$ cat src/core/dcw_defines.svh
// Purpose: Constants for the debug command and watchpoint block
// Assumes: Byte-wide link and 8-bit register file data
// Notes:   Register offsets are byte addresses on the register bus
`ifndef DCW_DEFINES_SVH
`define DCW_DEFINES_SVH
`define DCW_CMD_RDMEM   8'h0D
`define DCW_CMD_CRC     8'h0E
`define DCW_CMD_STEP    8'h10
`define DCW_CMD_STUFF   8'h11
`define DCW_CMD_EXEC    8'h12
`define DCW_BLANK_BYTE  8'hFF
`define DCW_CNT_FULL    17'h10000
`define DCW_CRC_INIT    16'hFFFF
`define DCW_CRC_POLY    16'h1021
`define DCW_WPW_BIT     7
`define DCW_WPR_BIT     6
`define DCW_WATCH_DATA_MATCH_BIT    5
`define DCW_PROT_MASK   8'h1F
`define DCW_WCTL_RST    8'h00
`define DCW_OFS_WCTL    8'h00
`define DCW_OFS_WADDR   8'h04
`define DCW_OFS_WDATA   8'h08
`define DCW_OFS_STATUS  8'h0C
`define DCW_OFS_IRQ     8'h10
`define DCW_OFS_MASK    8'h14
`define DCW_IRQ_BRK     0
`define DCW_IRQ_CRC     1
`define DCW_IRQ_IGN     2
`define DCW_RESP_OK     2'h0
`define DCW_RESP_ERR    2'h2
`endif

$ cat src/core/dcw_pkg.sv
// Purpose: Types for the debug command and watchpoint block
// Assumes: Constants come from dcw_defines.svh
// Notes:   Types only
package dcw_pkg;
  typedef enum logic [3:0] {
    S_IDLE, S_ADDR_HI, S_ADDR_LO, S_CNT_HI, S_CNT_LO, S_RD_REQ, S_RD_SEND,
    S_CRC_REQ, S_CRC_FIN, S_CRC_HI, S_CRC_LO, S_STUFF, S_EXEC_FIRST,
    S_EXEC_LEN, S_EXEC_REST, S_EXEC_DISCARD
  } dcw_fsm_t;

  typedef struct packed {
    logic       step;
    logic       stuff;
    logic       valid;
    logic [7:0] byte_v;
  } dcw_cpu_t;

  typedef struct packed {
    logic        rd;
    logic        wr;
    logic [11:0] addr;
    logic [7:0]  data;
  } dcw_rf_t;

  typedef struct packed {
    dcw_fsm_t   fsm;
    logic       dbg_ok;
    logic       run_ok;
    logic [15:0] addr;
    logic [16:0] cnt;
    logic [2:0] left;
    logic [7:0] tx_byte;
    logic       tx_valid;
    dcw_cpu_t   cpu;
    logic [7:0] wctl;
    logic [7:0] waddr;
    logic [7:0] wdat;
    logic [2:0] irq;
    logic [2:0] mask;
    logic       aw_got;
    logic [7:0] awa;
    logic       w_got;
    logic [7:0] wd;
    logic       wst;
    logic       bvalid;
    logic       berr;
    logic       rvalid;
    logic       rerr;
    logic [7:0] rdata;
  } dcw_state_t;

  typedef struct packed {
    logic brk;
  } dcw_wst_t;

  typedef struct packed {
    logic [15:0] crc;
  } dcw_cst_t;
endpackage : dcw_pkg

$ cat src/core/dcw_crc.sv
// Purpose: CRC-CCITT accumulator over program memory bytes
// Assumes: One byte per feed, most significant bit first
// Notes:   Init has priority over feed
`timescale 1ns/1ps
`include "dcw_defines.svh"
module dcw_crc
  import dcw_pkg::*;
(
  input  wire logic        ref_clk,
  input  wire logic        rst,
  input  wire logic        clk_en,
  input  wire logic        init,
  input  wire logic        feed,
  input  wire logic [7:0]  byte_in,
  output logic      [15:0] crc
);
  dcw_cst_t st;
  dcw_cst_t nx;

  always_comb
  begin
    logic [15:0] c;
    logic        fb;
    c  = st.crc;
    fb = 1'b0;
    for (int i = 7; i >= 0; i--)
    begin
      fb = c[15] ^ byte_in[i];
      c  = {c[14:0], 1'b0} ^ (fb ? `DCW_CRC_POLY : 16'h0000);
    end
    nx = st;
    if (init)
      nx.crc = `DCW_CRC_INIT;
    else if (feed)
      nx.crc = c;
  end

  always_ff @(posedge ref_clk)
  begin
    if (rst)
      st.crc <= `DCW_CRC_INIT;
    else if (clk_en)
      st <= nx;
  end

  assign crc = st.crc;
endmodule : dcw_crc

$ cat src/core/dcw_watch.sv
// Purpose: Register file watchpoint compare
// Assumes: Read and write strobes are not high together
// Notes:   Break is a one-cycle pulse one edge after the access
`timescale 1ns/1ps
`include "dcw_defines.svh"
module dcw_watch
  import dcw_pkg::*;
(
  input  wire logic       ref_clk,
  input  wire logic       rst,
  input  wire logic       clk_en,
  input  wire logic [7:0] wctl,
  input  wire logic [7:0] waddr,
  input  wire logic [7:0] wdat,
  input  wire dcw_rf_t    rf,
  output logic            brk
);
  dcw_wst_t st;
  dcw_wst_t nx;
  logic     amatch;
  logic     dmatch;

  assign amatch = (rf.addr == {wctl[3:0], waddr});
  assign dmatch = !wctl[`DCW_WATCH_DATA_MATCH_BIT] || (rf.data == wdat);

  always_comb
  begin
    nx = st;
    nx.brk = amatch && dmatch
           && ((rf.wr && wctl[`DCW_WPW_BIT])
           ||  (rf.rd && wctl[`DCW_WPR_BIT]));
  end

  always_ff @(posedge ref_clk)
  begin
    if (rst)
      st <= '0;
    else if (clk_en)
      st <= nx;
  end

  assign brk = st.brk;

  AST_WR_BREAK: assert property (@(posedge ref_clk) disable iff (rst)
    (clk_en && rf.wr && amatch && wctl[7] && !wctl[5]) |=> brk)
    else $error("enabled write watch did not break");
  AST_RD_QUIET: assert property (@(posedge ref_clk) disable iff (rst)
    (clk_en && rf.rd && !rf.wr && !wctl[6]) |=> !brk)
    else $error("read broke with read watch off");
  AST_DATA_MISS: assert property (@(posedge ref_clk) disable iff (rst)
    (clk_en && wctl[5] && rf.data != wdat) |=> !brk)
    else $error("break without data match");
endmodule : dcw_watch

$ cat src/core/dcw_top.sv
// Purpose: Debug command engine with watchpoint registers on AXI4-Lite
// Assumes: Link bytes arrive as one-cycle strobes on ref_clk
// Notes:   Bytes arriving while a reply or memory access is busy are dropped
//
// Functional notes
// - Read memory 0DH: address hi, lo, count hi, lo; count bytes returned.
// - Count zero returns 65536 bytes; otherwise exactly the count.
// - Outside debug mode every read byte is FFH.
// - Command 0EH returns CRC-CCITT of program memory, upper byte first.
// - Outside debug mode the CRC answer is FFFFH.
// - CRC reply comes after about one clock per program byte.
// - Command 10H steps one instruction unless not debug or protected.
// - Command 11H takes an opcode byte and stuffs it, same gating.
// - Command 12H takes a whole 1-5 byte instruction for the CPU.
// - Gated execute swallows exactly one byte and runs nothing.
// - Read-only status bit shows read protection; neighbours read zero.
// - Control bit 7 enables break on matching register file write.
// - Control bit 6 enables break on matching register file read.
// - Under read protection bits 7, 6 and 5 stay zero.
// - Watchpoint control resets to all zero.
// - Bit 5 requires data equal to the watch data to break.
// - Control bits 3:0 are address bits 11:8; low byte separate.
//
// Design decisions made here: the AXI4-Lite slave port and the register addresses.
`timescale 1ns/1ps
`include "dcw_defines.svh"
module dcw_top
  import dcw_pkg::*;
#(
  parameter int unsigned PMEM_BYTES = 65536
)
(
  input  wire logic        ref_clk,
  input  wire logic        rst,
  input  wire logic        clk_en,
  input  wire logic [7:0]  s_axi_awaddr,
  input  wire logic        s_axi_awvalid,
  output logic             s_axi_awready,
  input  wire logic [31:0] s_axi_wdata,
  input  wire logic [3:0]  s_axi_wstrb,
  input  wire logic        s_axi_wvalid,
  output logic             s_axi_wready,
  output logic      [1:0]  s_axi_bresp,
  output logic             s_axi_bvalid,
  input  wire logic        s_axi_bready,
  input  wire logic [7:0]  s_axi_araddr,
  input  wire logic        s_axi_arvalid,
  output logic             s_axi_arready,
  output logic      [31:0] s_axi_rdata,
  output logic      [1:0]  s_axi_rresp,
  output logic             s_axi_rvalid,
  input  wire logic        s_axi_rready,
  input  wire logic [7:0]  rx_byte,
  input  wire logic        rx_valid,
  output logic      [7:0]  tx_byte,
  output logic             tx_valid,
  input  wire logic        tx_ready,
  input  wire logic        debug_mode,
  input  wire logic        read_protect,
  output logic      [15:0] dmem_addr,
  output logic             dmem_req,
  input  wire logic        dmem_ack,
  input  wire logic [7:0]  dmem_rdata,
  output logic      [15:0] pmem_addr,
  output logic             pmem_req,
  input  wire logic        pmem_ack,
  input  wire logic [7:0]  pmem_rdata,
  output dcw_cpu_t         cpu_cmd,
  input  wire logic [2:0]  instr_len,
  input  wire dcw_rf_t     rf,
  output logic             debug_break,
  output logic             irq
);
  localparam logic [15:0] PMEM_LAST = 16'(PMEM_BYTES - 1);

  dcw_state_t  st;
  dcw_state_t  nx;
  logic [15:0] crc;
  logic        crc_init;
  logic        crc_feed;
  logic        brk;
  logic [2:0]  ev;
  logic        rd_clr;
  logic [15:0] cnt_word;

  dcw_crc u_crc (
    .ref_clk (ref_clk),
    .rst     (rst),
    .clk_en  (clk_en),
    .init    (crc_init),
    .feed    (crc_feed),
    .byte_in (pmem_rdata),
    .crc     (crc)
  );

  dcw_watch u_watch (
    .ref_clk (ref_clk),
    .rst     (rst),
    .clk_en  (clk_en),
    .wctl    (st.wctl),
    .waddr   (st.waddr),
    .wdat    (st.wdat),
    .rf      (rf),
    .brk     (brk)
  );

  // Address and write data handshakes stall while the clock enable is low
  assign s_axi_awready = clk_en && !st.aw_got && !st.bvalid;
  assign s_axi_wready  = clk_en && !st.w_got && !st.bvalid;
  assign s_axi_arready = clk_en && !st.rvalid;
  assign s_axi_bvalid  = st.bvalid;
  assign s_axi_bresp   = st.berr ? `DCW_RESP_ERR : `DCW_RESP_OK;
  assign s_axi_rvalid  = st.rvalid;
  assign s_axi_rresp   = st.rerr ? `DCW_RESP_ERR : `DCW_RESP_OK;
  assign s_axi_rdata   = {24'h000000, st.rdata};

  assign tx_byte     = st.tx_byte;
  assign tx_valid    = st.tx_valid;
  assign dmem_addr   = st.addr;
  assign pmem_addr   = st.addr;
  assign dmem_req    = (st.fsm == S_RD_REQ);
  assign pmem_req    = (st.fsm == S_CRC_REQ);
  assign cpu_cmd     = st.cpu;
  assign debug_break = brk;
  assign irq         = |(st.irq & st.mask);

  assign crc_feed = clk_en && pmem_req && pmem_ack;
  assign cnt_word = {st.cnt[15:8], rx_byte};

  always_comb
  begin
    nx = st;
    nx.cpu.step  = 1'b0;
    nx.cpu.stuff = 1'b0;
    nx.cpu.valid = 1'b0;
    crc_init = 1'b0;
    rd_clr   = 1'b0;
    ev       = 3'h0;
    ev[`DCW_IRQ_BRK] = brk;

    // Register writes: address and data may come in either order
    if (s_axi_awvalid && s_axi_awready)
    begin
      nx.aw_got = 1'b1;
      nx.awa    = s_axi_awaddr;
    end
    if (s_axi_wvalid && s_axi_wready)
    begin
      nx.w_got = 1'b1;
      nx.wd    = s_axi_wdata[7:0];
      nx.wst   = s_axi_wstrb[0];
    end
    if (st.aw_got && st.w_got)
    begin
      nx.aw_got = 1'b0;
      nx.w_got  = 1'b0;
      nx.bvalid = 1'b1;
      nx.berr   = 1'b0;
      case (st.awa)
        `DCW_OFS_WCTL:
          if (st.wst)
            nx.wctl = st.wd;
        `DCW_OFS_WADDR:
          if (st.wst)
            nx.waddr = st.wd;
        `DCW_OFS_WDATA:
          if (st.wst)
            nx.wdat = st.wd;
        `DCW_OFS_MASK:
          if (st.wst)
            nx.mask = st.wd[2:0];
        `DCW_OFS_STATUS, `DCW_OFS_IRQ:
          ;
        default:
          nx.berr = 1'b1;
      endcase
    end
    if (st.bvalid && s_axi_bready)
      nx.bvalid = 1'b0;

    // Register reads
    if (s_axi_arvalid && s_axi_arready)
    begin
      nx.rvalid = 1'b1;
      nx.rerr   = 1'b0;
      case (s_axi_araddr)
        `DCW_OFS_WCTL:   nx.rdata = st.wctl;
        `DCW_OFS_WADDR:  nx.rdata = st.waddr;
        `DCW_OFS_WDATA:  nx.rdata = st.wdat;
        `DCW_OFS_STATUS: nx.rdata = {7'h00, read_protect};
        `DCW_OFS_MASK:   nx.rdata = {5'h00, st.mask};
        `DCW_OFS_IRQ:
        begin
          nx.rdata = {5'h00, st.irq};
          rd_clr   = 1'b1;
        end
        default:
        begin
          nx.rdata = 8'h00;
          nx.rerr  = 1'b1;
        end
      endcase
    end
    if (st.rvalid && s_axi_rready)
      nx.rvalid = 1'b0;

    // Protection holds the break enables and data match at zero
    if (read_protect)
      nx.wctl = nx.wctl & `DCW_PROT_MASK;

    // Command engine
    unique case (st.fsm)
      S_IDLE:
        if (rx_valid)
        begin
          nx.dbg_ok = debug_mode;
          nx.run_ok = debug_mode && !read_protect;
          case (rx_byte)
            `DCW_CMD_RDMEM:
              nx.fsm = S_ADDR_HI;
            `DCW_CMD_CRC:
              if (debug_mode)
              begin
                crc_init = 1'b1;
                nx.addr  = 16'h0000;
                nx.fsm   = S_CRC_REQ;
              end
              else
              begin
                nx.tx_byte  = `DCW_BLANK_BYTE;
                nx.tx_valid = 1'b1;
                nx.fsm      = S_CRC_HI;
              end
            `DCW_CMD_STEP:
              if (debug_mode && !read_protect)
                nx.cpu.step = 1'b1;
              else
                ev[`DCW_IRQ_IGN] = 1'b1;
            `DCW_CMD_STUFF:
              nx.fsm = S_STUFF;
            `DCW_CMD_EXEC:
              nx.fsm = (debug_mode && !read_protect) ? S_EXEC_FIRST
                                                     : S_EXEC_DISCARD;
            default:
              ;
          endcase
        end
      S_ADDR_HI:
        if (rx_valid)
        begin
          nx.addr[15:8] = rx_byte;
          nx.fsm        = S_ADDR_LO;
        end
      S_ADDR_LO:
        if (rx_valid)
        begin
          nx.addr[7:0] = rx_byte;
          nx.fsm       = S_CNT_HI;
        end
      S_CNT_HI:
        if (rx_valid)
        begin
          nx.cnt = {1'b0, rx_byte, 8'h00};
          nx.fsm = S_CNT_LO;
        end
      S_CNT_LO:
        if (rx_valid)
        begin
          nx.cnt = (cnt_word == 16'h0000) ? `DCW_CNT_FULL
                                          : {1'b0, cnt_word};
          if (st.dbg_ok)
            nx.fsm = S_RD_REQ;
          else
          begin
            nx.tx_byte  = `DCW_BLANK_BYTE;
            nx.tx_valid = 1'b1;
            nx.fsm      = S_RD_SEND;
          end
        end
      S_RD_REQ:
        if (dmem_ack)
        begin
          nx.tx_byte  = dmem_rdata;
          nx.tx_valid = 1'b1;
          nx.fsm      = S_RD_SEND;
        end
      S_RD_SEND:
        if (tx_ready)
        begin
          nx.tx_valid = 1'b0;
          nx.cnt      = st.cnt - 17'h00001;
          nx.addr     = st.addr + 16'h0001;
          if (st.cnt == 17'h00001)
            nx.fsm = S_IDLE;
          else if (st.dbg_ok)
            nx.fsm = S_RD_REQ;
          else
            nx.tx_valid = 1'b1;
        end
      S_CRC_REQ:
        if (pmem_ack)
        begin
          nx.addr = st.addr + 16'h0001;
          if (st.addr == PMEM_LAST)
            nx.fsm = S_CRC_FIN;
        end
      S_CRC_FIN:
      begin
        nx.tx_byte  = crc[15:8];
        nx.tx_valid = 1'b1;
        ev[`DCW_IRQ_CRC] = 1'b1;
        nx.fsm      = S_CRC_HI;
      end
      S_CRC_HI:
        if (tx_ready)
        begin
          nx.tx_byte = st.dbg_ok ? crc[7:0] : `DCW_BLANK_BYTE;
          nx.fsm     = S_CRC_LO;
        end
      S_CRC_LO:
        if (tx_ready)
        begin
          nx.tx_valid = 1'b0;
          nx.fsm      = S_IDLE;
        end
      S_STUFF:
        if (rx_valid)
        begin
          if (st.run_ok)
          begin
            nx.cpu.stuff  = 1'b1;
            nx.cpu.byte_v = rx_byte;
          end
          else
            ev[`DCW_IRQ_IGN] = 1'b1;
          nx.fsm = S_IDLE;
        end
      S_EXEC_FIRST:
        if (rx_valid)
        begin
          nx.cpu.valid  = 1'b1;
          nx.cpu.byte_v = rx_byte;
          nx.fsm        = S_EXEC_LEN;
        end
      S_EXEC_LEN:
        if (instr_len > 3'h1)
        begin
          nx.left = 3'(instr_len - 3'h1);
          nx.fsm  = S_EXEC_REST;
        end
        else
          nx.fsm = S_IDLE;
      S_EXEC_REST:
        if (rx_valid)
        begin
          nx.cpu.valid  = 1'b1;
          nx.cpu.byte_v = rx_byte;
          nx.left       = st.left - 3'h1;
          if (st.left == 3'h1)
            nx.fsm = S_IDLE;
        end
      S_EXEC_DISCARD:
        if (rx_valid)
        begin
          ev[`DCW_IRQ_IGN] = 1'b1;
          nx.fsm = S_IDLE;
        end
    endcase

    // Events win over the clear-on-read
    nx.irq = (rd_clr ? 3'h0 : st.irq) | ev;
  end

  always_ff @(posedge ref_clk)
  begin
    if (rst)
    begin
      st      <= '0;
      st.wctl <= `DCW_WCTL_RST;
    end
    else if (clk_en)
      st <= nx;
  end

  AST_RD_BLANK: assert property (@(posedge ref_clk) disable iff (rst)
    (st.fsm == S_RD_SEND && !st.dbg_ok) |-> (tx_valid && tx_byte == 8'hFF))
    else $error("read outside debug mode not FFH");
  AST_CRC_BLANK: assert property (@(posedge ref_clk) disable iff (rst)
    (st.fsm inside {S_CRC_HI, S_CRC_LO} && !st.dbg_ok) |-> tx_byte == 8'hFF)
    else $error("CRC outside debug mode not FFFFH");
  AST_ZERO_COUNT: assert property (@(posedge ref_clk) disable iff (rst)
    (clk_en && st.fsm == S_CNT_LO && rx_valid && st.cnt[15:8] == 8'h00
      && rx_byte == 8'h00) |=> st.cnt == 17'h10000)
    else $error("zero count not taken as 65536");
  AST_CRC_ORDER: assert property (@(posedge ref_clk) disable iff (rst)
    (clk_en && st.fsm == S_CRC_HI && tx_ready && st.dbg_ok)
      |=> (tx_byte == crc[7:0] && st.fsm == S_CRC_LO))
    else $error("CRC low byte not second");
  AST_STEP_GATE: assert property (@(posedge ref_clk) disable iff (rst)
    (clk_en && st.fsm == S_IDLE && rx_valid && rx_byte == 8'h10
      && !(debug_mode && !read_protect)) |=> !cpu_cmd.step)
    else $error("gated step reached the CPU");
  AST_DISCARD: assert property (@(posedge ref_clk) disable iff (rst)
    (clk_en && st.fsm == S_EXEC_DISCARD && rx_valid)
      |=> (st.fsm == S_IDLE && !cpu_cmd.valid))
    else $error("discarded execute byte not dropped");
  AST_PROTECT: assert property (@(posedge ref_clk) disable iff (rst)
    (clk_en && read_protect) |=> st.wctl[7:5] == 3'b000)
    else $error("break bits set under protection");
endmodule : dcw_top

$ cat config.mk
export PLATFORM = sky130hd
export DESIGN_NAME = dcw_top
export DESIGN_NICKNAME = d
export VERILOG_FILES = /design/src/core/dcw_pkg.sv /design/src/core/dcw_crc.sv /design/src/core/dcw_watch.sv /design/src/core/dcw_top.sv
export VERILOG_INCLUDE_DIRS = /design/src /design/src/core
export SDC_FILE = /design/constraint.sdc
export NUM_CORES = 1
export LEC_CHECK = 0
export ABC_AREA = 1
export BUFFER_PORTS_ARGS = -buffer_cell sky130_fd_sc_hd__buf_2
export CAP_MARGIN = 25
export CORE_UTILIZATION = 54
export DETAILED_ROUTE_END_ITERATION = 12
export PLACE_DENSITY = 0.87
export SLEW_MARGIN = 40
export SYNTH_ARGS = -nofsm -noshare
export SYNTH_HDL_FRONTEND = slang
export SYNTH_SLANG_ARGS = --single-unit
$ cat constraint.sdc
create_clock -name ref_clk -period 2.52 [get_ports ref_clk]
set_clock_uncertainty 0.1 [all_clocks]
set_input_delay 0.504 -clock ref_clk [delete_from_list [all_inputs] [get_ports ref_clk]]
set_output_delay 0.504 -clock ref_clk [all_outputs]
set_load 0.005 [all_outputs]
# Word level (Yosys, flattened, before mapping)

Cells that the tools add are included.

Output and inout port bits: 97
Input bits: 115
Word-level logic and storage cells: 297
Register bits: 140

Magnitude comparators: 1
$add $sub $neg: 4
Bitwise operators: 18
Mux-type cells: 108
Reduce and logical (&&, ||, !) cells: 73
Equality and inequality tests: 61

Operators by type and width:

| kind                 | number |
|---|---|
| $xor A16 B16 Y16     | 8 |
| $mux W13             | 8 |
| $mux W8              | 12 |
| $mux W16             | 5 |
| $mux W4              | 18 |
| $pmux W8 S4          | 2 |
| $mux W9              | 7 |
| $pmux W4 S15         | 1 |
| $eq A8 B5 Y1 const B | 7 |
| $mux W17             | 3 |
| $pmux W17 S3         | 1 |
| $eq A8 B4 Y1 const B | 6 |
| $pmux W8 S6          | 1 |
| $pmux W8 S5          | 1 |
| $ne A2 B2 Y1 const B | 18 |
| $mux W33             | 1 |
| $eq A4 B4 Y1 const B | 8 |
| $mux W1              | 30 |
| $mux W10             | 3 |
| $mux W24             | 1 |
| $mux W22             | 1 |
| $reduce_and A4 Y1    | 5 |
| $reduce_bool A2 Y1   | 10 |
| $logic_and A1 B1 Y1  | 18 |
| 46 further kinds     | 90 |

# Logic depth before layout (Yosys ltp)

Gate-level depths: netlist of the first run.

Depth in word-level cells: 26
Gate-level depth with buffers: 14
Depth with buffers taken out: 14

# Hierarchy

From an unflattened synthesis of the first run, not the netlist that was laid out.

Cell total of the unflattened synthesis: 1413
Area total of the unflattened synthesis: 8891.0 µm²

By module, submodules not included:

| module    | area an instance (µm²) | cells an instance | seq. area each (µm²) | times used |
|---|---|---|---|---|
| dcw_top   | 7485.9                 | 1163              | 2462.4               | 1 |
| dcw_crc   | 977.2                  | 155               | 320.3                | 1 |
| dcw_watch | 427.9                  | 95                | 20.0                 | 1 |

# Least setup slack after synthesis of the first run

No wires, ideal clock.

Kind: in2reg
Start point: in rx_byte[5]
End point: reg, netlist name u_crc.crc[12]
Stages on the path: 9
Path buffers: 1
Arrival time: 1.700 ns
Library setup time: 0.138 ns
Data required time: 2.282 ns
Setup slack: 0.581 ns
Cells stage by stage: inv_1 -> nand2_1 -> nor2_1 -> nand2_1 -> nor2_1 -> nand2_1 -> a21oi_2 -> buf_2 -> o211ai_1

Longest elaborated chain between the ends: 6
Elaborated cells on any way between the ends: 7
Those cells by class: eq/ne: 1; mux: 4; reduce/logical: 2

RTL lines:

| what                         | line           | text |
|---|---|---|
| from (decl)                  | dcw_top.sv:53  | `input wire logic [7:0] rx_byte,` |
| $eq A8 B4 Y1 *               | dcw_top.sv:218 | `case (rx_byte)` |
| $mux W1 *                    | dcw_top.sv:218 |  |
| $mux W1 *                    | dcw_top.sv:214 | `if (rx_valid)` |
| $mux W1 *                    | dcw_top.sv:212 | `unique case (st.fsm)` |
| $reduce_bool A2 Y1 (no line) | -              |  |
| $reduce_and A2 Y1 (no line)  | -              |  |

Mark *: on every way between the ends. The rest lies on a longest branch, timed or not.
A chain may end at the register's enable or synchronous reset.

# Worst setup path in the final report of the first run

Start point: reg st[119] in the netlist's numbering
End point: out dmem_req

Longest elaborated chain between the ends: 1

RTL lines:

| what                   | line           | text |
|---|---|---|
| from (decl)            | dcw_top.sv:76  | `dcw_state_t st;` |
| from (signal assigned) | dcw_top.sv:382 | `st <= nx;` |
| $eq A4 B3 Y1           | dcw_top.sv:121 | `assign dmem_req = (st.fsm == S_RD_REQ);` |
| to (decl)              | dcw_top.sv:61  | `output logic dmem_req,` |

No other way between the ends.

==> run_results.csv, run 1 <==
group,metric,value,unit
cts,clockBufferDepth,2,
synth,syn_area,0.008493,mm²
cells_and_area,diodes,0,
worst_setup_path,start_kind,"flop",
timing,slew_violations,0,
synth,syn_area_per_cell,6.584,µm²
synth,synth_top_cell_by_area,"dfxtp_1",
cells_and_area,fillers,1454,
floorplanning,die_h,127.4,µm
worst_setup_path,critPathMaxFanout,10,
cts,cts_sinks,140,
timing,max_freq,422.2,MHz
worst_setup_path,slowest_stage,"dfxtp_1",
synth,synth-edff-count,0,
route,drt_wl_total,22760,µm
cells_and_area,finish.utilization,0.6308,
cts,ctsHtreeMaxLevel,4,
cts,cts-resized-gates,0,
floorplanning,initial_core_util,0.5566,
timing,hold_violations,0,
timing,min_period,2.369,ns
cts,postCtsHoldBufs,0,
pwr,powerDensity,705.4,mW/mm²
timing,relSlewSlack,0.6545,
synth,synth_warnings,0,
floorplanning,coreArea,0.01526,mm²
synth,synthMuxAreaShare,0.001179,
synth,synth_area_leaders,"dfxtp_1 33%, nand2_1 11%, nor2_1 7.9%, buf_4 7.8%, o21ai_0 7.1%",
cts,clk_latency,0.43,ns
worst_setup_path,slowest_delay,0.49,ns
synth,synth_top_area_share,0.3300,
worst_setup_path,path_delay_family,"flip-flops",
synth,synth_top_family_by_area,"simple AND/OR/NAND/NOR gates",
floorplanning,rows,45,
run_status,status,"finished clean",
worst_setup_path,cp_cell_sequence,"inv_2 -> nor2_1 -> nand2_1 -> inv_1 -> buf_2",
synth,synthArstFlopShare,0,
flow_run,maxCapViolations,0,
synth,yosys.area_share.adder,0.01031,
worst_setup_path,critPathKind,"reg2out",
synth,ys_types,47,
synth,synth_most_common_cell,"nand2_1",
place,gp_congestion,0.9237,
timing,rsz0062_at_grt,"no",
cts,clkTransAtPathRegs,0.06,ns
route,drtAntennaViolNets,0,
cells_and_area,area_delta_synth_final,13.33,%
cells_and_area,multiInputGateArea,0.004509,mm²
global_route,antenna_found_initial,0,
worst_setup_path,reg2reg_depth,8,
route,first_pass_iters,7,
place,portBuffers,158,
synth,synth_seq_cells,140,
pwr,finalPower,6.790,mW
route,vias,8726,
worst_hold_path,hold_path_class,"in2reg",
synth,syn_inst,1290,
timing,fin_ws,0.1515,ns
cells_and_area,layout-drive-gt1-share,0.1792,
synth,synth_top_flop_cell,"dfxtp_1",
cts,cts_setup_buffers,0,
worst_setup_path,worstSetupPathDepth,5,
worst_hold_path,whs_path_depth,2,
cts,cts-root-buf,"clkbuf_16",
global_route,grt_pass1_wl,36800,µm
global_route,grt_overflow,0,
floorplanning,ios,212,
cts,tritoncts,"yes",
global_route,grt_usage,0.2841,
worst_setup_path,worstPathArrival,1.76,ns
route,drt_iter0_drc,774,
cells_and_area,nets,1521,
pwr,leakagePower,4.501,nW
pwr,peakVddDrop,0.5244,mV
cts,numCtsBuffers,17,
route,wl_per_cell,14.02,µm
floorplanning,die_x,127.4,µm
synth,yosysSeqAreaShare,0.3300,
cells_and_area,regArea,0.002803,mm²
synth,synth_compound_area_frac,0.1977,
timing,tightest_slew,0.5170,ns
route,drc,0,
place,dp_slack,0.1843,ns
place,dp_hpwl,17190,µm
global_route,grt_pass1_vias,7708,
timing,tns,0,ns
worst_setup_path,worstPathRequired,1.92,ns
worst_setup_path,critPathCaptureType,"primary output",
timing,finalSetupViolCount,0,
worst_setup_path,crit_buf_inv,3,
timing,fin_crit_sh,0.9399,
route,via_per_inst,5.376,
synth,ys_top_cells_by_count,"255 x nand2_1, 179 x nor2_1, 140 x dfxtp_1, 120 x o21ai_0, 117 x inv_1",
global_route,grt_max_degree,47,
synth,synth_simple_gate_area_share,0.2731,
synth,synth-xor-area-share,0.03712,
floorplanning,dieArea,0.01623,mm²
[cell usage in the layout, fill, tap and decap left out, types with 11 or more instances in the layout]
| cell | count |
|---|---|
| nand3_1 | 72 |
| nor3_1 | 12 |
| o22ai_1 | 16 |
| a21oi_1 | 92 |
| clkbuf_16 | 17 |
| o21ai_0 | 120 |
| nand2_1 | 255 |
| conb_1 | 26 |
| o21ai_1 | 19 |
| xnor2_1 | 20 |
| a211oi_1 | 11 |
| dfxtp_1 | 140 |
| buf_2 | 158 |
| xor2_1 | 16 |
| nor2_1 | 179 |
| o211ai_1 | 12 |
| inv_2 | 14 |
| buf_4 | 23 |
| inv_1 | 116 |
[stage by stage]
stage / area [µm²] / hold slack, ns / cells
2_1_floorplan: 8587 / 0.3277 / 1315
3_5_place_dp: 9051 / 0.3518 / 1591
3_3_place_gp: 9051 / 0.3486 / 1591
4_1_cts: 9625 / 0.1565 / 1623
6_report: 9625 / 0.1659 / 1623
5_1_grt: 9625 / 0.1733 / 1623
[worst reg2reg max path, delay by kind of cell, from the launching register on]
kind | cells | cell delay [ns]
fa+ha+maj | 1 | 0.24
simple gates | 6 | 1.14
compound gates | 1 | 0.26
flops | 1 | 0.40
[path summary, 6_finish.rpt]
path / from / slack [ns] / end
max: st[119]$_SDFFE_PP0P_ / 0.15 / dmem_req
max reg2reg: dmem_addr[1]$_SDFFE_PP0P_ / 0.27 / st[119]$_SDFFE_PP0P_
min reg2reg: cpu_cmd[9]$_SDFFE_PP0P_ / 0.36 / cpu_cmd[9]$_SDFFE_PP0P_
min: s_axi_bready / 0.17 / s_axi_bvalid$_SDFFE_PP0P_
[report_power, final]
group          internal [mW]  switching [mW]
clock                   1.39            1.09
combinational          0.620            1.18
sequential              2.36           0.150
total                   4.37            2.42
[logic make-up after synthesis]
kind of cell             count (synthesis)
AO/OA/AOI/OAI                          302
XOR/XNOR                                36
adder cells (fa/ha/maj)                  7
buffers and inverters                  248
flip-flops                             140
multiplexers                             1
other                                    1
AND/OR/NAND/NOR                        555
[per-layer routing]
layer  global-route usage  share of wire
met1               0.3701           0.44
met2               0.4712           0.47
met3              0.05611          0.071
met4              0.09174          0.018
met5                    0              0
[state kept, by name, summed over array words and instances, names as in the netlist, 8 cells and up]
name	flops
cnt_word	8
cpu_cmd	11
dmem_addr	16
s_axi_rdata	8
st	69
tx_byte	8
u_crc.crc	16
[layout make-up]
cell class                      count  area share
Clock buffer                       17     0.04420
Clock inverter                     15     0.01547
Inverter                          131     0.05109
Multi-Input combinational cell    927      0.4685
Sequential cell                   140      0.2912
Tap cell                          211     0.02743
Timing Repair Buffer              182      0.1022
Note: power is estimated with default switching activity, not from simulation.
==> run 2: changes to the inputs <==
--- a/config.mk
+++ b/config.mk
@@ -11,6 +11,7 @@
 export CAP_MARGIN = 25
 export CORE_UTILIZATION = 54
 export DETAILED_ROUTE_END_ITERATION = 12
+export GPL_TIMING_DRIVEN = 0
 export PLACE_DENSITY = 0.87
 export SLEW_MARGIN = 40
 export SYNTH_ARGS = -nofsm -noshare
==> run 2 against run 1 <==
Compared with the run above: die area stayed put; maximum frequency decreased by 3.5%; final cell count rose by 5.5%; non-clock buffer count up 91; wire length is 10% higher; worst setup slack worse by 0.087 ns; combinational power up 8%; sequential cell count did not move; via count is 4.8% higher; critical endpoint unchanged; largest cell class unchanged.
==> run_results.csv, run 2 (synthesized netlist as in run 1, its figures left out) <==
group,metric,value,unit
cells_and_area,diodes,0,
timing,tns,0,ns
pwr,peakVddDrop,0.6170,mV
floorplanning,ios,212,
pwr,p_seq_frac,0.351,
cts,clkTransAtPathRegs,0.06,ns
pwr,powerDensity,697.6,mW/mm²
pwr,leakagePower,4.939,nW
global_route,grt_usage,0.3098,
cells_and_area,top_register,"st",
worst_setup_path,start_kind,"flop",
worst_setup_path,critPathCaptureType,"primary output",
timing,slew_violations,0,
floorplanning,die_x,127.4,µm
timing,max_freq,407.3,MHz
cells_and_area,nets,1612,
global_route,antenna_found_initial,1,
cts,tritoncts,"yes",
floorplanning,coreArea,0.01526,mm²
route,wl_per_cell,14.64,µm
global_route,grt_overflow,0,
pwr,p_clk_frac,0.378,
global_route,grt_max_degree,17,
pwr,intPower,4.825,mW
cells_and_area,area_delta_synth_final,21.05,%
floorplanning,rows,45,
floorplanning,dieArea,0.01623,mm²
cts,cts_setup_buffers,0,
pwr,p_sw,2.348,mW
run_status,status,"finished clean",
cts,numCtsBuffers,17,
timing,rsz0062_at_grt,"no",
timing,finalSetupViolCount,0,
global_route,grt_pass1_vias,8056,
route,drt_iter0_drc,852,
place,gp_congestion,0.9856,
cells_and_area,mostFrequentLayoutCells,"255 x nand2_1, 177 x nor2_1, 167 x buf_2",
worst_setup_path,reg2reg_slack,0.21,ns
flow_run,maxCapViolations,0,
cts,cts_sinks,140,
floorplanning,die_h,127.4,µm
worst_setup_path,crit_buf_inv,3,
worst_setup_path,critPathMaxFanout,10,
pwr,pwr-share-comb,0.271,
cells_and_area,largest_reg_flops,69,
cells_and_area,final_common_cell,"nand2_1",
cts,postCtsHoldBufs,0,
timing,hold_violations,0,
route,drt_wl_total,25070,µm
worst_setup_path,slowest_delay,0.51,ns
cts,clockBufferDepth,2,
route,via_per_inst,5.338,
pwr,switching_share,0.3273,
timing,relSlewSlack,0.4308,
route,drc,0,
worst_setup_path,slowest_stage,"dfxtp_1",
place,dp_hpwl,19040,µm
cts,cts-root-buf,"clkbuf_16",
cells_and_area,layout-drive-gt1-share,0.2170,
timing,fin_crit_sh,0.9743,
route,first_pass_iters,5,
floorplanning,initial_core_util,0.5566,
cts,ctsHtreeMaxLevel,4,
global_route,grt_pass1_wl,39460,µm
worst_setup_path,path_delay_family,"flip-flops",
timing,whs,0.1704,ns
cts,clk_latency,0.43,ns
worst_hold_path,hold_path_class,"in2reg",
timing,tightest_slew,0.8538,ns
worst_setup_path,worstPathArrival,1.85,ns
worst_setup_path,critPathKind,"reg2out",
worst_setup_path,cp_cell_sequence,"inv_2 -> nor2_1 -> nand2_1 -> inv_1 -> buf_2",
route,vias,9144,
route,drtAntennaViolNets,0,
worst_setup_path,worstPathRequired,1.92,ns
timing,min_period,2.455,ns
place,portBuffers,156,
==> run 2: cell types whose count changed in the layout (fill, tap and decap cells not counted), moves of 2 or more <==
cell and change:
inv_6 -8, clkbuf_1 +20, buf_2 +9, bufinv_16 +3
nor2_1 -2, buf_4 +65, nor2_2 +2, clkbuf_8 +3
==> run 2: worst paths after layout <==
path,from,cells after the start,to
worst max-delay path,st[119]$_SDFFE_PP0P_,5,dmem_req
worst min-delay path,s_axi_bready,2,s_axi_bvalid$_SDFFE_PP0P_
worst max register to register,st[119]$_SDFFE_PP0P_,6,u_crc.crc[15]$_SDFFE_PP1P_
worst min register to register,st[85]$_SDFFE_PP0P_,2,st[85]$_SDFFE_PP0P_
==> run 2: through the flow <==
step,setup slack (ns),util,instance area [µm²],std cells,power (mW)
after floorplan,0.5812,-,8587,1315,3.906
after detailed placement,-0.1467,0.6312,9632,1682,4.457
after global routing,0.003371,0.6738,10280,1713,7.529
final,0.06465,0.6738,10280,1713,7.172
after global placement,-0.1253,0.6312,9632,1682,4.422
after CTS,0.09961,0.6730,10270,1713,7.135
==> run 2: cell type report <==
cell class	instances	area [µm²]
Fill cell	1381	4977
Multi-Input combinational cell	927	4524
Sequential cell	140	2803
Buffer	117	783.3
Timing Repair Buffer	156	780.7
Inverter	131	491.7
Clock buffer	22	474.2
Tap cell	211	264.0
Clock inverter	9	160.2
==> run 2: power groups by stage <==
stage	clock [mW]	combinational (mW)	sequential, mW
finish	2.71	1.94	2.52
global route	2.82	2.17	2.53
CTS	2.71	1.91	2.51
detailed placement	0	1.90	2.56
global placement	0	1.87	2.55
floorplan	0	1.39	2.52
==> run 2: worst reg2reg max path, cell delays in order, from the launching register on <==
cell	delay (ns)
dfxtp_1	0.51
nand2_1	0.23
nor2_2	0.42
nand2_1	0.14
a21oi_2	0.35
buf_2	0.30
o211ai_1	0.12
==> run 2: layer usage <==
metal | routed length [µm] | GRT usage | vias to the layer above
met1 | 10470 | 0.3964 | 4117
li1 | - | - | 4546
met2 | 11680 | 0.5043 | 398
met4 | 893 | 0.1352 | 2
met3 | 2021 | 0.06365 | 81
met5 | 12 | 0 | -
==> run 2: what timing repair did <==
action,in CTS,in global routing
cloned,0,0
endpoints found under the setup margin,1,4
resized for setup,1,2
==> run 3: changes to the inputs <==
==> constraint.sdc (replaced) <==
create_clock -name ref_clk -period 2.52 [get_ports ref_clk]
set_clock_uncertainty 0.1 [all_clocks]
set_input_delay 0.252 -clock ref_clk [delete_from_list [all_inputs] [get_ports ref_clk]]
set_output_delay 0.252 -clock ref_clk [all_outputs]
set_load 0.005 [all_outputs]
==> run 3 against run 2 <==
Compared with the run above: non-clock buffer count up 9; sequential cell count unchanged; clock-buffer cell count unchanged; maximum frequency up 6.9%; via count up 0.96%; critical path type is now reg2reg; register-to-register slack about the same; worst setup slack better by 0.16 ns; final cell count up 0.53%; largest cell class unchanged; combinational power about the same; critical endpoint is now st[119]$_SDFFE_PP0P_; power up 0.19%; sequential power about the same.
==> run_results.csv, run 3 (synthesized netlist as in run 1, its figures left out) <==
group,metric,value,unit
worst_setup_path,worstPathArrival,2.57,ns
cells_and_area,finish.utilization,0.6797,
pwr,intPower,4.834,mW
cts,numCtsBuffers,17,
cells_and_area,mostFrequentLayoutCells,"255 x nand2_1, 177 x nor2_1, 167 x buf_2",
cts,ctsHtreeMaxLevel,4,
cells_and_area,top_register,"st",
floorplanning,initial_core_util,0.5566,
pwr,powerDensity,692.9,mW/mm²
pwr,p_seq_frac,0.350,
route,drc,0,
cts,clk_latency,0.43,ns
route,wl_per_cell,14.69,µm
worst_setup_path,worstPathRequired,2.79,ns
cells_and_area,diodes,0,
timing,max_freq,435.4,MHz
cells_and_area,largest_reg_flops,69,
pwr,switching_share,0.3274,
worst_hold_path,hold_path_class,"in2reg",
worst_setup_path,critPathMaxFanout,8,
floorplanning,coreArea,0.01526,mm²
pwr,leakagePower,4.977,nW
cts,cts-root-buf,"clkbuf_16",
place,dp_slack,0.1053,ns
route,via_per_inst,5.361,
floorplanning,die_h,127.4,µm
global_route,grt_overflow,0,
place,gp_congestion,0.9856,
route,drtAntennaViolNets,0,
flow_run,maxCapViolations,0,
cells_and_area,final_common_cell,"nand2_1",
timing,fin_crit_sh,0.9115,
pwr,p_sw,2.352,mW
cells_and_area,nets,1621,
place,dp_cells,1682,
route,wl_met3,2064,µm
floorplanning,rows,45,
timing,hold_violations,0,
global_route,grt_pass1_vias,8112,
cells_and_area,fillers,1368,
place,portBuffers,156,
floorplanning,ios,212,
global_route,grt_max_degree,17,
floorplanning,dieArea,0.01623,mm²
cells_and_area,stdcell_count,1722,
pwr,p_clk_frac,0.377,
timing,relSlewSlack,0.4070,
worst_setup_path,critPathCaptureType,"flop",
cts,cts_setup_buffers,0,
timing,tightest_slew,0.8895,ns
timing,min_period,2.297,ns
timing,finalSetupViolCount,0,
route,vias,9232,
cells_and_area,finalInstanceArea,0.01037,mm²
pwr,pwr-share-comb,0.273,
route,first_pass_iters,7,
worst_setup_path,critPathKind,"reg2reg",
global_route,grt_pass1_wl,39650,µm
route,drt_wl_total,25290,µm
pwr,peakVddDrop,0.6184,mV
timing,whs,0.006555,ns
worst_setup_path,start_kind,"flop",
cts,tritoncts,"yes",
cells_and_area,layout-drive-gt1-share,0.2158,
place,dp_hpwl,19040,µm
global_route,antenna_found_initial,1,
cts,clkTransAtPathRegs,0.06,ns
run_status,status,"finished clean",
route,drt_iter0_drc,811,
route,wl_met1,10590,µm
timing,fin_ws,0.2231,ns
cells_and_area,area_delta_synth_final,22.11,%
route,dr_wl_met2,11770,µm
pwr,finalPower,7.186,mW
floorplanning,die_x,127.4,µm
timing,tns,0,ns
cts,cts_sinks,140,
global_route,grt_usage,0.3114,
cts,clockBufferDepth,2,
route,top_layer,"met5",
timing,slew_violations,0,
place,dpl_cell_area,0.009632,mm²
timing,rsz0062_at_grt,"no",
## run 3: cell types whose count changed in the layout (fill, tap and decap cells not counted), sizes merged
cell,previous run,this run
dlygate4sd3,0,9
## run 3: worst max-delay path, stage by stage (launching register included)
cell     delay, ns
dfxtp_1       0.43
ha_1          0.25
nand4_1       0.20
nor2_2        0.26
nand2_1       0.14
o21ai_0       0.31
nand3_2       0.27
nand2_1       0.12
nand2_1       0.05
nor2_1        0.10
## run 3: layout make-up
type	count	area [µm²]	share of cell area
multi-input combinational	927	4524	0.4362
buffer	117	783.3	0.07552
timing repair buffer	165	870.8	0.08397
inverter	131	491.7	0.04741
sequential	140	2803	0.2702
clock inverter	9	160.2	0.01544
tap	211	264.0	0.02546
clock buffer	22	474.2	0.04572
## run 3: timing repair
item                                   4_1_cts  5_1_grt
endpoints found under the hold margin        9        0
setup endpoints to repair                    0       34
resized for setup                            0        3
hold buffers                                 9        0
## run 3: per-layer routing
layer / vias to the layer above / track usage
met5: - / 0
met4: 2 / 0.1352
met3: 82 / 0.06323
met2: 436 / 0.5104
met1: 4151 / 0.3964
li1: 4561 / -
## run 3: worst paths after layout
| path | cells past startpoint | start | endpoint | slack, ns |
|---|---|---|---|---|
| hold reg to reg | 2 | st[85]$_SDFFE_PP0P_ | st[85]$_SDFFE_PP0P_ | 0.37 |
| hold / removal | 4 | s_axi_rready | s_axi_rvalid$_SDFFE_PP0P_ | 0.007 |
| setup / recovery | 9 | dmem_addr[0]$_SDFFE_PP0P_ | st[119]$_SDFFE_PP0P_ | 0.22 |
| setup reg to reg | 9 | dmem_addr[0]$_SDFFE_PP0P_ | st[119]$_SDFFE_PP0P_ | 0.22 |
## run 3: power groups by stage
stage	registers, mW	logic [mW]	clock network, mW
floorplan	2.52	1.39	0
global placement	2.55	1.87	0
detailed placement	2.56	1.90	0
CTS	2.51	1.92	2.71
global route	2.53	2.18	2.82
finish	2.52	1.96	2.71
